### config.mk
export PLATFORM = sky130hd
export DESIGN_NAME = adc_conversion_sequencer
export DESIGN_NICKNAME = d
export VERILOG_FILES = /design/src/logic/adc_prescaler.v /design/src/logic/adc_conversion_sequencer.v
export VERILOG_INCLUDE_DIRS = /design/src /design/src/logic
export SDC_FILE = /design/constraint.sdc
export NUM_CORES = 1
export LEC_CHECK = 0
export ABC_CLOCK_PERIOD_IN_PS = 2270
export CAP_MARGIN = 20
export CORE_MARGIN = 10
export CORE_UTILIZATION = 45
export CTS_CLUSTER_SIZE = 30
export DETAILED_ROUTE_END_ITERATION = 6
export DONT_BUFFER_PORTS = 1
export HOLD_SLACK_MARGIN = 0.12
export SLEW_MARGIN = 25
export SYNTH_ARGS = -nofsm -noshare
export SYNTH_HDL_FRONTEND = slang
export SYNTH_SLANG_ARGS = --single-unit
### constraint.sdc
create_clock -name clk -period 2.27 [get_ports clk]
set_input_delay 0.5675 -clock clk [delete_from_list [all_inputs] [get_ports clk]]
set_output_delay 0.5675 -clock clk [all_outputs]
set_load 0.005 [all_outputs]
### src/logic/adc_seq_map.vh
// adc_seq_map.vh: register offsets, field positions, reset values, timing counts
// assumes inclusion by the sequencer and prescaler files only
`ifndef ADC_SEQ_MAP_VH
`define ADC_SEQ_MAP_VH

// byte offsets of the register words
`define OFS_CONV_CTRL_STATUS 8'h00
`define OFS_IRQ_STATUS 8'h04
`define OFS_IRQ_MASK 8'h08
`define OFS_RESULT 8'h0c

// control word field positions
`define BIT_ENABLE 0
`define BIT_START 1
`define BIT_AUTO_TRIG 2
`define BIT_FREE_RUN 3
`define FLD_PRESCALE_LO 4
`define FLD_PRESCALE_HI 6
`define BIT_BUSY 7

// status and mask field position
`define BIT_DONE 0

// reset values
`define RST_PRESCALE 3'h0
`define RST_MASK 1'h0
`define RST_RESULT 10'h000

// conversion timing in converter clock cycles
`define CYC_NORMAL 5'h0d
`define CYC_FIRST 5'h19
`define SH_CYC_NORMAL 5'h01
`define SH_CYC_FIRST 5'h0d

// prescaler counter width, enough for the largest ratio of 256
`define PRE_W 8

// least cpu clock for the prescaler, in kHz
`define CPU_MIN_KHZ 100

`endif

### src/logic/adc_prescaler.v
// adc_prescaler.v: power-of-two divider making the converter clock
// assumes one cpu clock domain; enable and clear come from the same clock
`timescale 1ns/10ps
`default_nettype none
`include "adc_seq_map.vh"

module adc_prescaler #(
	parameter W = `PRE_W
) (
	input wire clk,
	input wire reset,
	input wire enable,
	input wire clear,
	input wire [2:0] sel,
	output reg convClk_r,
	output wire riseTick,
	output wire fallTick
);

	reg [W-1:0] cnt_r;
	wire [W-1:0] mask;
	wire [W-1:0] half;

	// ratio is 2 << sel, so code 0 divides by 2 and code 7 by 256
	assign mask = ({{(W-2){1'b0}}, 2'b10} << sel) - {{(W-1){1'b0}}, 1'b1};
	assign half = mask >> 1;
	// ticks mark the cpu edge on which the converter clock will toggle
	assign riseTick = enable & ~clear & ((cnt_r & mask) == half);
	assign fallTick = enable & ~clear & ((cnt_r & mask) == mask);

	// held at zero while disabled or on a trigger clear
	always @(posedge clk) begin
		if (reset || !enable || clear) begin
			cnt_r <= {W{1'b0}};
			convClk_r <= 1'b0;
		end else begin
			cnt_r <= cnt_r + {{(W-1){1'b0}}, 1'b1};
			if (riseTick)
				convClk_r <= 1'b1;
			else if (fallTick)
				convClk_r <= 1'b0;
		end
	end

endmodule // adc_prescaler

`default_nettype wire

### src/logic/adc_conversion_sequencer.v
// adc_conversion_sequencer.v: conversion sequencer with ahb-lite register slave
// assumes the analog core presents its result on convResult, stable at completion
//
// Chosen here: the address map and the AHB-Lite slave port.
`timescale 1ns/10ps
`default_nettype none
`include "adc_seq_map.vh"

module adc_conversion_sequencer #(
	parameter RES_W = 10
) (
	input wire clk,
	input wire reset,
	// ahb-lite slave
	input wire hsel,
	input wire [31:0] haddr,
	input wire [1:0] htrans,
	input wire hwrite,
	input wire [2:0] hsize,
	input wire [31:0] hwdata,
	input wire hready,
	output wire hreadyout,
	output wire hresp,
	output reg [31:0] hrdata,
	// trigger source pin, analog core and interrupt
	input wire trigIn,
	input wire [RES_W-1:0] convResult,
	output wire convClk,
	output reg sampleHold_r,
	output reg convActive_r,
	output reg convDone_r,
	output reg irq_r
);

	localparam ST_IDLE = 2'b00;
	localparam ST_WAIT = 2'b01;
	localparam ST_CONV = 2'b10;

	// control, status, mask and result register fields
	reg enable_r;
	reg startBit_r;
	reg autoTrig_r;
	reg freeRun_r;
	reg [2:0] prescale_r;
	reg irqMask_r;
	reg doneFlag_r;
	reg [RES_W-1:0] result_r;

	// bus address phase capture
	reg wrPend_r;
	reg [7:0] wrAddr_r;

	// sequencer state
	reg [1:0] state_r;
	reg [1:0] state_nxt;
	reg [4:0] cycCnt_r;
	reg firstConv_r;

	// trigger synchroniser and delay
	reg trigSync1_r;
	reg trigSync2_r;
	reg trigSync3_r;
	reg trigEvent_r;

	wire riseTick;
	wire fallTick;
	wire addrPhase;
	reg wrCtrl;
	reg wrStatus;
	reg wrMask;
	reg [31:0] rdMux;
	wire swStart;
	wire trigStart;
	wire [4:0] convLen;
	wire [4:0] shCyc;
	wire complete;
	wire shNow;
	wire busy;
	wire clearDone;
	wire abortConv;
	wire finishConv;
	wire restartConv;
	wire [4:0] lastCyc;
	wire trigRise;

	// zero wait states, always okay
	assign hreadyout = 1'b1;
	assign hresp = 1'b0;
	assign addrPhase = hsel & hready & htrans[1];

	// write strobes in the data phase, one register per captured address
	always @* begin
		wrCtrl = 1'b0;
		wrStatus = 1'b0;
		wrMask = 1'b0;
		if (wrPend_r) begin
			if (wrAddr_r == `OFS_CONV_CTRL_STATUS) begin
				wrCtrl = 1'b1;
			end else if (wrAddr_r == `OFS_IRQ_STATUS) begin
				wrStatus = 1'b1;
			end else if (wrAddr_r == `OFS_IRQ_MASK) begin
				wrMask = 1'b1;
			end
			// the result word is read-only, other offsets are ignored
		end
	end

	// capture address and direction for the following data phase
	always @(posedge clk) begin
		if (reset) begin
			wrPend_r <= 1'b0;
			wrAddr_r <= 8'h00;
		end else begin
			wrPend_r <= addrPhase & hwrite;
			if (addrPhase)
				wrAddr_r <= haddr[7:0];
		end
	end

	// read mux; fields are sampled at the address phase
	always @* begin
		rdMux = 32'h00000000;
		if (haddr[7:0] == `OFS_CONV_CTRL_STATUS) begin
			rdMux[`BIT_ENABLE] = enable_r;
			rdMux[`BIT_START] = startBit_r | busy;
			rdMux[`BIT_AUTO_TRIG] = autoTrig_r;
			rdMux[`BIT_FREE_RUN] = freeRun_r;
			rdMux[`FLD_PRESCALE_HI:`FLD_PRESCALE_LO] = prescale_r;
			rdMux[`BIT_BUSY] = busy;
		end else if (haddr[7:0] == `OFS_IRQ_STATUS) begin
			rdMux[`BIT_DONE] = doneFlag_r;
		end else if (haddr[7:0] == `OFS_IRQ_MASK) begin
			rdMux[`BIT_DONE] = irqMask_r;
		end else if (haddr[7:0] == `OFS_RESULT) begin
			rdMux[RES_W-1:0] = result_r;
		end
		// unmapped offsets fall through as zero
	end

	// read data registered at the address phase so hrdata is a flop output
	always @(posedge clk) begin
		if (reset) begin
			hrdata <= 32'h00000000;
		end else if (addrPhase && !hwrite) begin
			hrdata <= rdMux;
		end
	end

	// converter clock divider, cleared on each accepted trigger start
	adc_prescaler #(
		.W(`PRE_W)
	) u_prescaler (
		.clk(clk),
		.reset(reset),
		.enable(enable_r),
		.clear(trigStart),
		.sel(prescale_r),
		.convClk_r(convClk),
		.riseTick(riseTick),
		.fallTick(fallTick)
	);

	// rising edge seen after the two synchroniser flops
	assign trigRise = trigSync2_r & ~trigSync3_r;

	// trigger pin: two flops, then edge detect and one delay flop,
	// three cpu cycles from pin edge to prescaler clear
	always @(posedge clk) begin
		if (reset) begin
			trigSync1_r <= 1'b0;
			trigSync2_r <= 1'b0;
			trigSync3_r <= 1'b0;
			trigEvent_r <= 1'b0;
		end else begin
			trigSync1_r <= trigIn;
			trigSync2_r <= trigSync1_r;
			trigSync3_r <= trigSync2_r;
			trigEvent_r <= trigRise;
		end
	end

	// start sources; a software start is honoured even with auto trigger on
	assign swStart = wrCtrl & hwdata[`BIT_START] & hwdata[`BIT_ENABLE];
	// triggers landing mid-conversion are dropped, as the core is occupied
	assign trigStart = trigEvent_r & autoTrig_r & enable_r & (state_r == ST_IDLE);

	// conversion length and sample-hold point depend on first conversion
	assign convLen = firstConv_r ? `CYC_FIRST : `CYC_NORMAL;
	assign shCyc = firstConv_r ? `SH_CYC_FIRST : `SH_CYC_NORMAL;
	assign lastCyc = convLen - 5'h01;
	assign complete = (state_r == ST_CONV) & riseTick & (cycCnt_r == lastCyc);
	// falling edge after rise n is n plus one half cycle from the start
	assign shNow = (state_r == ST_CONV) & fallTick & (cycCnt_r == shCyc);
	assign busy = (state_r != ST_IDLE);

	// abort only while enable stays low; the enabling write may carry the start
	assign abortConv = !enable_r && !swStart;
	// single mode ends at completion, free running chains the next conversion
	assign finishConv = complete & ~freeRun_r;
	assign restartConv = complete & freeRun_r;

	// sequencer next state
	always @* begin
		state_nxt = state_r;
		case (state_r)
			ST_IDLE: begin
				if (swStart || trigStart)
					state_nxt = ST_WAIT;
			end
			ST_WAIT: begin
				if (riseTick)
					state_nxt = ST_CONV;
			end
			ST_CONV: begin
				if (finishConv)
					state_nxt = ST_IDLE;
				else if (restartConv)
					state_nxt = ST_CONV;
			end
			default: begin
				state_nxt = ST_IDLE;
			end
		endcase
		// disabling the converter aborts any conversion
		if (abortConv)
			state_nxt = ST_IDLE;
	end

	// sequencer state and cycle count in converter clock rises
	always @(posedge clk) begin
		if (reset) begin
			state_r <= ST_IDLE;
			cycCnt_r <= 5'h00;
		end else begin
			state_r <= state_nxt;
			if (state_r == ST_WAIT && riseTick)
				cycCnt_r <= 5'h00;
			else if (complete)
				cycCnt_r <= 5'h00;
			else if (state_r == ST_CONV && riseTick)
				cycCnt_r <= cycCnt_r + 5'h01;
		end
	end

	// first-conversion marker: armed while disabled, dropped at first completion
	always @(posedge clk) begin
		if (reset)
			firstConv_r <= 1'b1;
		else if (!enable_r)
			firstConv_r <= 1'b1;
		else if (complete)
			firstConv_r <= 1'b0;
	end

	// control register and start bit
	always @(posedge clk) begin
		if (reset) begin
			enable_r <= 1'b0;
			startBit_r <= 1'b0;
			autoTrig_r <= 1'b0;
			freeRun_r <= 1'b0;
			prescale_r <= `RST_PRESCALE;
		end else begin
			if (wrCtrl) begin
				enable_r <= hwdata[`BIT_ENABLE];
				autoTrig_r <= hwdata[`BIT_AUTO_TRIG];
				freeRun_r <= hwdata[`BIT_FREE_RUN];
				prescale_r <= hwdata[`FLD_PRESCALE_HI:`FLD_PRESCALE_LO];
			end
			// a start request wins over the completion clear
			if (swStart)
				startBit_r <= 1'b1;
			else if (trigStart)
				startBit_r <= 1'b1;
			else if (restartConv)
				startBit_r <= 1'b1;
			else if (finishConv)
				startBit_r <= 1'b0;
			else if (abortConv)
				startBit_r <= 1'b0;
		end
	end

	// result register, loaded only at completion so software reads a whole word
	always @(posedge clk) begin
		if (reset)
			result_r <= `RST_RESULT;
		else if (complete)
			result_r <= convResult;
	end

	// done flag; set wins over the write-one clear
	assign clearDone = wrStatus & hwdata[`BIT_DONE];
	always @(posedge clk) begin
		if (reset)
			doneFlag_r <= 1'b0;
		else if (complete)
			doneFlag_r <= 1'b1;
		else if (clearDone)
			doneFlag_r <= 1'b0;
	end

	// interrupt mask
	always @(posedge clk) begin
		if (reset)
			irqMask_r <= `RST_MASK;
		else if (wrMask)
			irqMask_r <= hwdata[`BIT_DONE];
	end

	// status outputs toward the analog core, all registered
	always @(posedge clk) begin
		if (reset) begin
			sampleHold_r <= 1'b0;
			convActive_r <= 1'b0;
			convDone_r <= 1'b0;
		end else begin
			sampleHold_r <= shNow;
			convActive_r <= (state_nxt == ST_CONV);
			convDone_r <= complete;
		end
	end

	// level interrupt one cycle behind the flag, so no glitch from the gate
	always @(posedge clk) begin
		if (reset)
			irq_r <= 1'b0;
		else
			irq_r <= doneFlag_r & irqMask_r;
	end

endmodule // adc_conversion_sequencer

`default_nettype wire

==> flow_metrics.tcl, run 1 <==
set metrics [dict create \
    finalHoldViolations 0 \
    final_common_cell "dfxtp_1" \
    syn_area_sq_um 2940 \
    die_y_um 101 \
    start_util_pct 46.2 \
    synth_compound_area_share_pct 13.7 \
    p_int_mw 1.67 \
    multi_input_area_sq_um 1450 \
    period_minus_slack_ns 2.11 \
    seq_area_sq_um 1260 \
    drcViolationCount 0 \
    antenna_found_initial 0 \
    utilization_pct 50.1 \
    seq_area_frac_synth_pct 43.0 \
    fp.dieW_um 101 \
    dr.pass1.iters 5 \
    syn_inst 341 \
    cts_resized 0 \
    worst_slack_ns 0.164 \
    crit_fanout 14 \
    arrival_ns 2.32 \
    htreeDepth 3 \
    final_net_count 438 \
    fp.dieArea_sq_um 10200 \
    p_sw_uw 479 \
    pwr-share-comb_pct 2.9 \
    path_class "register to register" \
    layout-drive-gt1-share_pct 11.3 \
    maxCapViolCount 0 \
    numCtsBuffers 9 \
    ios 124 \
    rows 29 \
    grt_pass1_vias 2318 \
    required_ns 2.48 \
    fin_skew_ns 0.00793 \
    slew_violations 0 \
    post-dp-hpwl_um 4860 \
    fin_setup_tns_ns 0 \
    place_ws_ns 0.133 \
    hp-class "primary input to register" \
    p_leak_nw 1.21 \
    vias 2310 \
    setup_viol 0 \
    clk_latency_ns 0.34 \
    grt_pass1_wl_um 11000 \
    io_buffers 0 \
    syn-mean-instance-area_sq_um 8.61 \
    numClockSinks 63 \
    powerDensity_nw_per_um2 677 \
    ant_nets 0 \
    routabilityCongestion 0.834 \
    coreArea_sq_um 6350 \
    layout_common_cells "dfxtp_1 (62), nor2_1 (39), nand2_1 (37)" \
    cts_root_buf "clkbuf_8" \
    avgRoutedWirePerCell_um 15.2 \
    cp-start-kind "register" \
    grt_max_degree 55 \
    yosys.area_share.adder_pct 1.71 \
    first_iter_violations 113 \
    p_total_mw 2.15 \
    antenna_cells 0 \
    status "completed" \
    cts_tree "done" \
    fmax_mhz 475 \
    ir_drop_uv 394 \
    grt-ovfl-total 0 \
    p_clk_share_pct 44.9 \
    synth_top_family_by_area "simple AND/OR/NAND/NOR gates" \
    fin_hold_ws_ns 0.299 \
    finalWirelength_um 6560 \
    postCtsSetupBuffers 0 \
    via_per_inst 5.36 \
    ys_types 53 \
    clkTransAtPathRegs_ns 0.07 \
    num-fill-cells 635 \
    seq_power_share_pct 52.2 \
    period_share_pct 92.8 \
    cts_buffer_depth 2 \
    ys_seq_elements 63 \
    synth-simple-area-share_pct 23.5 \
    endpoint_kind "register" \
    yosys_warnings 0 \
    p_sw_share_pct 22.2 \
    cts_hold_buf 0 \
    synth_mux_area_share_pct 5.63 \
    grt_use_total_pct 13.4 \
    syn2layout_area_growth_pct 8.44 \
    synth_xor_area_share_pct 1.79 \
    grt_setup_unrepaired "false" \
]
## metrics by stage
step                      cell area [sq um]  cells
after global placement                 2980    415
after CTS                              3180    431
after floorplan                        3020    363
after detailed placement               2980    415
final                                  3180    431
after global routing                   3180    431
## state kept, by name, indices dropped and copies added (netlist names)
name	count
result_r	10
trigSync3_r	1
freeRun_r	1
doneFlag_r	1
u_prescaler.cnt_r	8
trigEvent_r	1
wrPend_r	1
irqMask_r	1
state_r	2
u_prescaler.convClk_r	1
firstConv_r	1
cycCnt_r	5
sampleHold_r	1
trigSync2_r	1
hrdata	10
trigSync1_r	1
prescale_r	3
wrAddr_r	8
startBit_r	1
autoTrig_r	1
enable_r	1
convDone_r	1
irq_r	1
convActive_r	1
## power groups by stage
stage               clock network [mW]  registers, mW  logic [mW]
finish                           0.967           1.12      0.0614
global route                      1.05           1.13      0.0705
global placement                     0           1.15      0.0587
detailed placement                   0           1.15      0.0602
floorplan                            0           1.15      0.0891
CTS                               1.00           1.12      0.0602
## per-layer routing
metal  part of all wire (%)  GRT usage (%)  vias to the layer above
li1                       -              -                     1161
met1                     40           14.6                     1073
met2                     46           20.9                       69
met3                     13           8.57                        7
met4                    1.2           4.13                        0
met5                      0              0                        -
## worst max-delay path, cell delays in order (launching register included)
cell and delay, ns:
dfxtp_1 0.41, mux2_2 0.30, o22ai_1 0.16, nand3_1 0.15
or4_4 0.69, mux2i_1 0.20, a21oi_1 0.08
## cell usage after synthesis, drive strengths merged
library cell | n | share of area, %
a2111oi | 2 | 0.60
a21oi | 24 | 4.5
a222oi | 6 | 2.0
a22oi | 4 | 1.0
a31oi | 2 | 0.43
a32o | 1 | 0.34
a32oi | 1 | 0.30
a41oi | 2 | 0.60
and2 | 3 | 0.64
and3 | 4 | 0.85
buf | 28 | 7.3
clkbuf | 13 | 1.7
conb | 2 | 0.26
dfxtp | 63 | 43
ha | 4 | 1.7
inv | 11 | 1.4
mux2 | 2 | 0.77
mux2i | 12 | 4.1
mux4 | 1 | 0.77
nand2 | 37 | 4.7
nand2b | 3 | 0.64
nand3 | 19 | 3.2
nand3b | 4 | 1.0
nand4 | 4 | 0.85
nor2 | 39 | 5.0
nor2b | 8 | 1.7
nor3 | 4 | 0.85
nor3b | 3 | 0.94
nor4 | 2 | 0.43
o2111ai | 2 | 0.60
o21a | 1 | 0.26
o21ai | 7 | 1.2
o21bai | 1 | 0.26
o22ai | 1 | 0.21
o2bb2ai | 1 | 0.30
o31a | 1 | 0.30
o31ai | 2 | 0.51
o32ai | 1 | 0.30
or2b | 1 | 0.26
or3 | 4 | 0.85
or3b | 1 | 0.38
or4 | 4 | 1.2
xnor2 | 4 | 1.2
xor2 | 2 | 0.60
## final timing paths
| path | to | cells past startpoint | from | slack [ns] |
|---|---|---|---|---|
| max | startBit_r | 6 | prescale_r[1] | 0.16 |
| min | trigSync1_r | 1 | reset | 0.30 |
| max reg2reg | startBit_r | 6 | prescale_r[1] | 0.16 |
| min reg2reg | trigEvent_r | 1 | trigSync3_r | 0.39 |
## area by class of cell
class	instances	area share, %
multi-input combinational	248	45.6
clock inverter	5	1.81
tap	77	3.03
inverter	11	1.30
sequential	63	39.7
clock buffer	11	4.44
timing repair buffer	16	4.17
## cells by family (layout without fill, tap and decap cells)
group,Yosys count,in the layout
adder cells (fa/ha/maj),4,4
flip-flops,63,63
multiplexers,15,15
XOR/XNOR,6,6
AO/OA/AOI/OAI,59,59
AND/OR/NAND/NOR,140,140
buffers and inverters,52,43
other,2,24
Power figures use the tool's default switching activity.
==> run 2: changes to the inputs <==
--- a/config.mk
+++ b/config.mk
@@ -6,7 +6,7 @@
 export SDC_FILE = /design/constraint.sdc
 export NUM_CORES = 1
 export LEC_CHECK = 0
-export ABC_CLOCK_PERIOD_IN_PS = 2270
+export ABC_CLOCK_PERIOD_IN_PS = 2100
 export CAP_MARGIN = 20
 export CORE_MARGIN = 10
 export CORE_UTILIZATION = 45
==> constraint.sdc (replaced) <==
create_clock -name clk -period 2.1 [get_ports clk]
set_input_delay 0.525 -clock clk [delete_from_list [all_inputs] [get_ports clk]]
set_output_delay 0.525 -clock clk [all_outputs]
set_load 0.005 [all_outputs]
==> flow_metrics.tcl, run 2 (synthesis results as in run 1) <==
set metrics [dict create \
    antenna_found_initial 0 \
    p_sw_uw 503 \
    ir_drop_uv 482 \
    grt_use_total_pct 13.8 \
    syn2layout_area_growth_pct 12.4 \
    status "completed" \
    critical_path.cell_chain "or3b_4 -> a21oi_4 -> nand2_1 -> or4_4 -> mux2i_1 -> a21oi_1" \
    first_iter_violations 118 \
    final_net_count 450 \
    coreArea_sq_um 6350 \
    fin_skew_ns 0.00979 \
    p_sw_share_pct 20.7 \
    cts_hold_buf 0 \
    cts_root_buf "clkbuf_8" \
    slowest_delay_ns 0.66 \
    worst_slack_ns 0.0766 \
    critical_path_buf_inv_count 0 \
    numClockSinks 63 \
    endpoint_kind "register" \
    path_class "register to register" \
    p_int_mw 1.93 \
    vias 2332 \
    fin_setup_tns_ns 0 \
    crit_fanout 14 \
    grt_pass1_vias 2271 \
    io_buffers 0 \
    finish.instance_area_sq_um 3300 \
    dr.pass1.iters 5 \
    fmax_mhz 494 \
    layout_common_cells "dfxtp_1 (58), nor2_1 (39), nand2_1 (37)" \
    place_ws_ns 0.0212 \
    fp.dieArea_sq_um 10200 \
    via_per_inst 5.28 \
    p_leak_nw 1.29 \
    cts_tree "done" \
    p_clk_share_pct 47.2 \
    htreeDepth 3 \
    ios 124 \
    layout-drive-gt1-share_pct 15.1 \
    grt-ovfl-total 0 \
    routabilityCongestion 0.830 \
    arrival_ns 2.24 \
    required_ns 2.32 \
    clkTransAtPathRegs_ns 0.07 \
    numCtsBuffers 9 \
    pwr-share-comb_pct 3.0 \
    fin_hold_ws_ns 0.255 \
    avgRoutedWirePerCell_um 15.2 \
    clk_latency_ns 0.34 \
    finalWirelength_um 6710 \
    setup_viol 0 \
    die_y_um 101 \
    grt_max_degree 55 \
    seq_power_share_pct 49.8 \
    period_share_pct 96.4 \
    final_common_cell "dfxtp_1" \
    powerDensity_nw_per_um2 737 \
    cpMaxStageDelayCell "or4_4" \
    rows 29 \
    cts_buffer_depth 2 \
    post-dp-hpwl_um 4990 \
    top_regs "hrdata x10, result_r x10" \
    drcViolationCount 0 \
    critPathTopFamily "simple AND/OR/NAND/NOR gates" \
    slew_violations 0 \
    cp-start-kind "register" \
    hp-class "primary input to register" \
    num-fill-cells 631 \
    maxCapViolCount 0 \
    period_minus_slack_ns 2.02 \
    grt_pass1_wl_um 11200 \
    antenna_cells 0 \
    fp.dieW_um 101 \
    start_util_pct 46.2 \
    ant_nets 0 \
    placed_cell_area_sq_um 3070 \
    grt_setup_unrepaired "true" \
    finalHoldViolations 0 \
]
-- run 2: changes by cell type in the layout (fill, tap and decap cells not counted), sizes merged --
| cell | change |
|---|---|
| clkinvlp | -2 |
| bufinv | +1 |
| buf | +12 |
| clkinv | -1 |
| clkbuf | +1 |
-- run 2: power groups by stage --
| stage | sequential [mW] | combinational, mW | clock, mW |
|---|---|---|---|
| after CTS | 1.21 | 0.0721 | 1.19 |
| final | 1.21 | 0.0741 | 1.15 |
| after global routing | 1.21 | 0.0850 | 1.25 |
| after global placement | 1.24 | 0.0712 | 0 |
| after floorplan | 1.24 | 0.0963 | 0 |
| after detailed placement | 1.24 | 0.0721 | 0 |
-- run 2: per-layer routing --
metal	up-vias	wire (um)	GRT usage [%]	part of all wire, %
met5	-	0	0	0
met4	0	45	5.00	0.67
met3	4	825	8.02	12
met2	73	3110	20.7	46
met1	1069	2730	15.9	41
li1	1186	-	-	-
-- run 2: stage by stage --
step           total power, mW  utilization, %  std cells
2_1_floorplan             1.34               -        363
3_3_place_gp              1.31            48.3        426
3_5_place_dp              1.31            48.3        426
4_1_cts                   2.47            51.6        441
5_1_grt                   2.54            52.0        442
6_report                  2.43            52.0        442
-- run 2: final timing paths --
path | depth (start not counted) | start | to | slack, ns
worst max-delay path | 6 | cycCnt_r[4] | startBit_r | 0.08
worst min-delay path | 1 | reset | trigSync1_r | 0.26
worst max register to register | 6 | cycCnt_r[4] | startBit_r | 0.08
worst min register to register | 1 | trigSync3_r | trigEvent_r | 0.38
-- run 2: what timing repair did --
item	in CTS	in global routing
buffers inserted	0	1
gates resized for setup	0	11
setup endpoints to repair	0	13
-- run 2: cell type report --
type                            count  area [sq um]  area share (%)
Sequential cell                    63          1270            38.5
Inverter                           11          41.3            1.25
Clock buffer                       12           145            4.40
Timing Repair Buffer               28           223            6.75
Clock inverter                      3          67.6            2.05
Multi-Input combinational cell    248          1460            44.2
Tap cell                           77          96.3            2.92
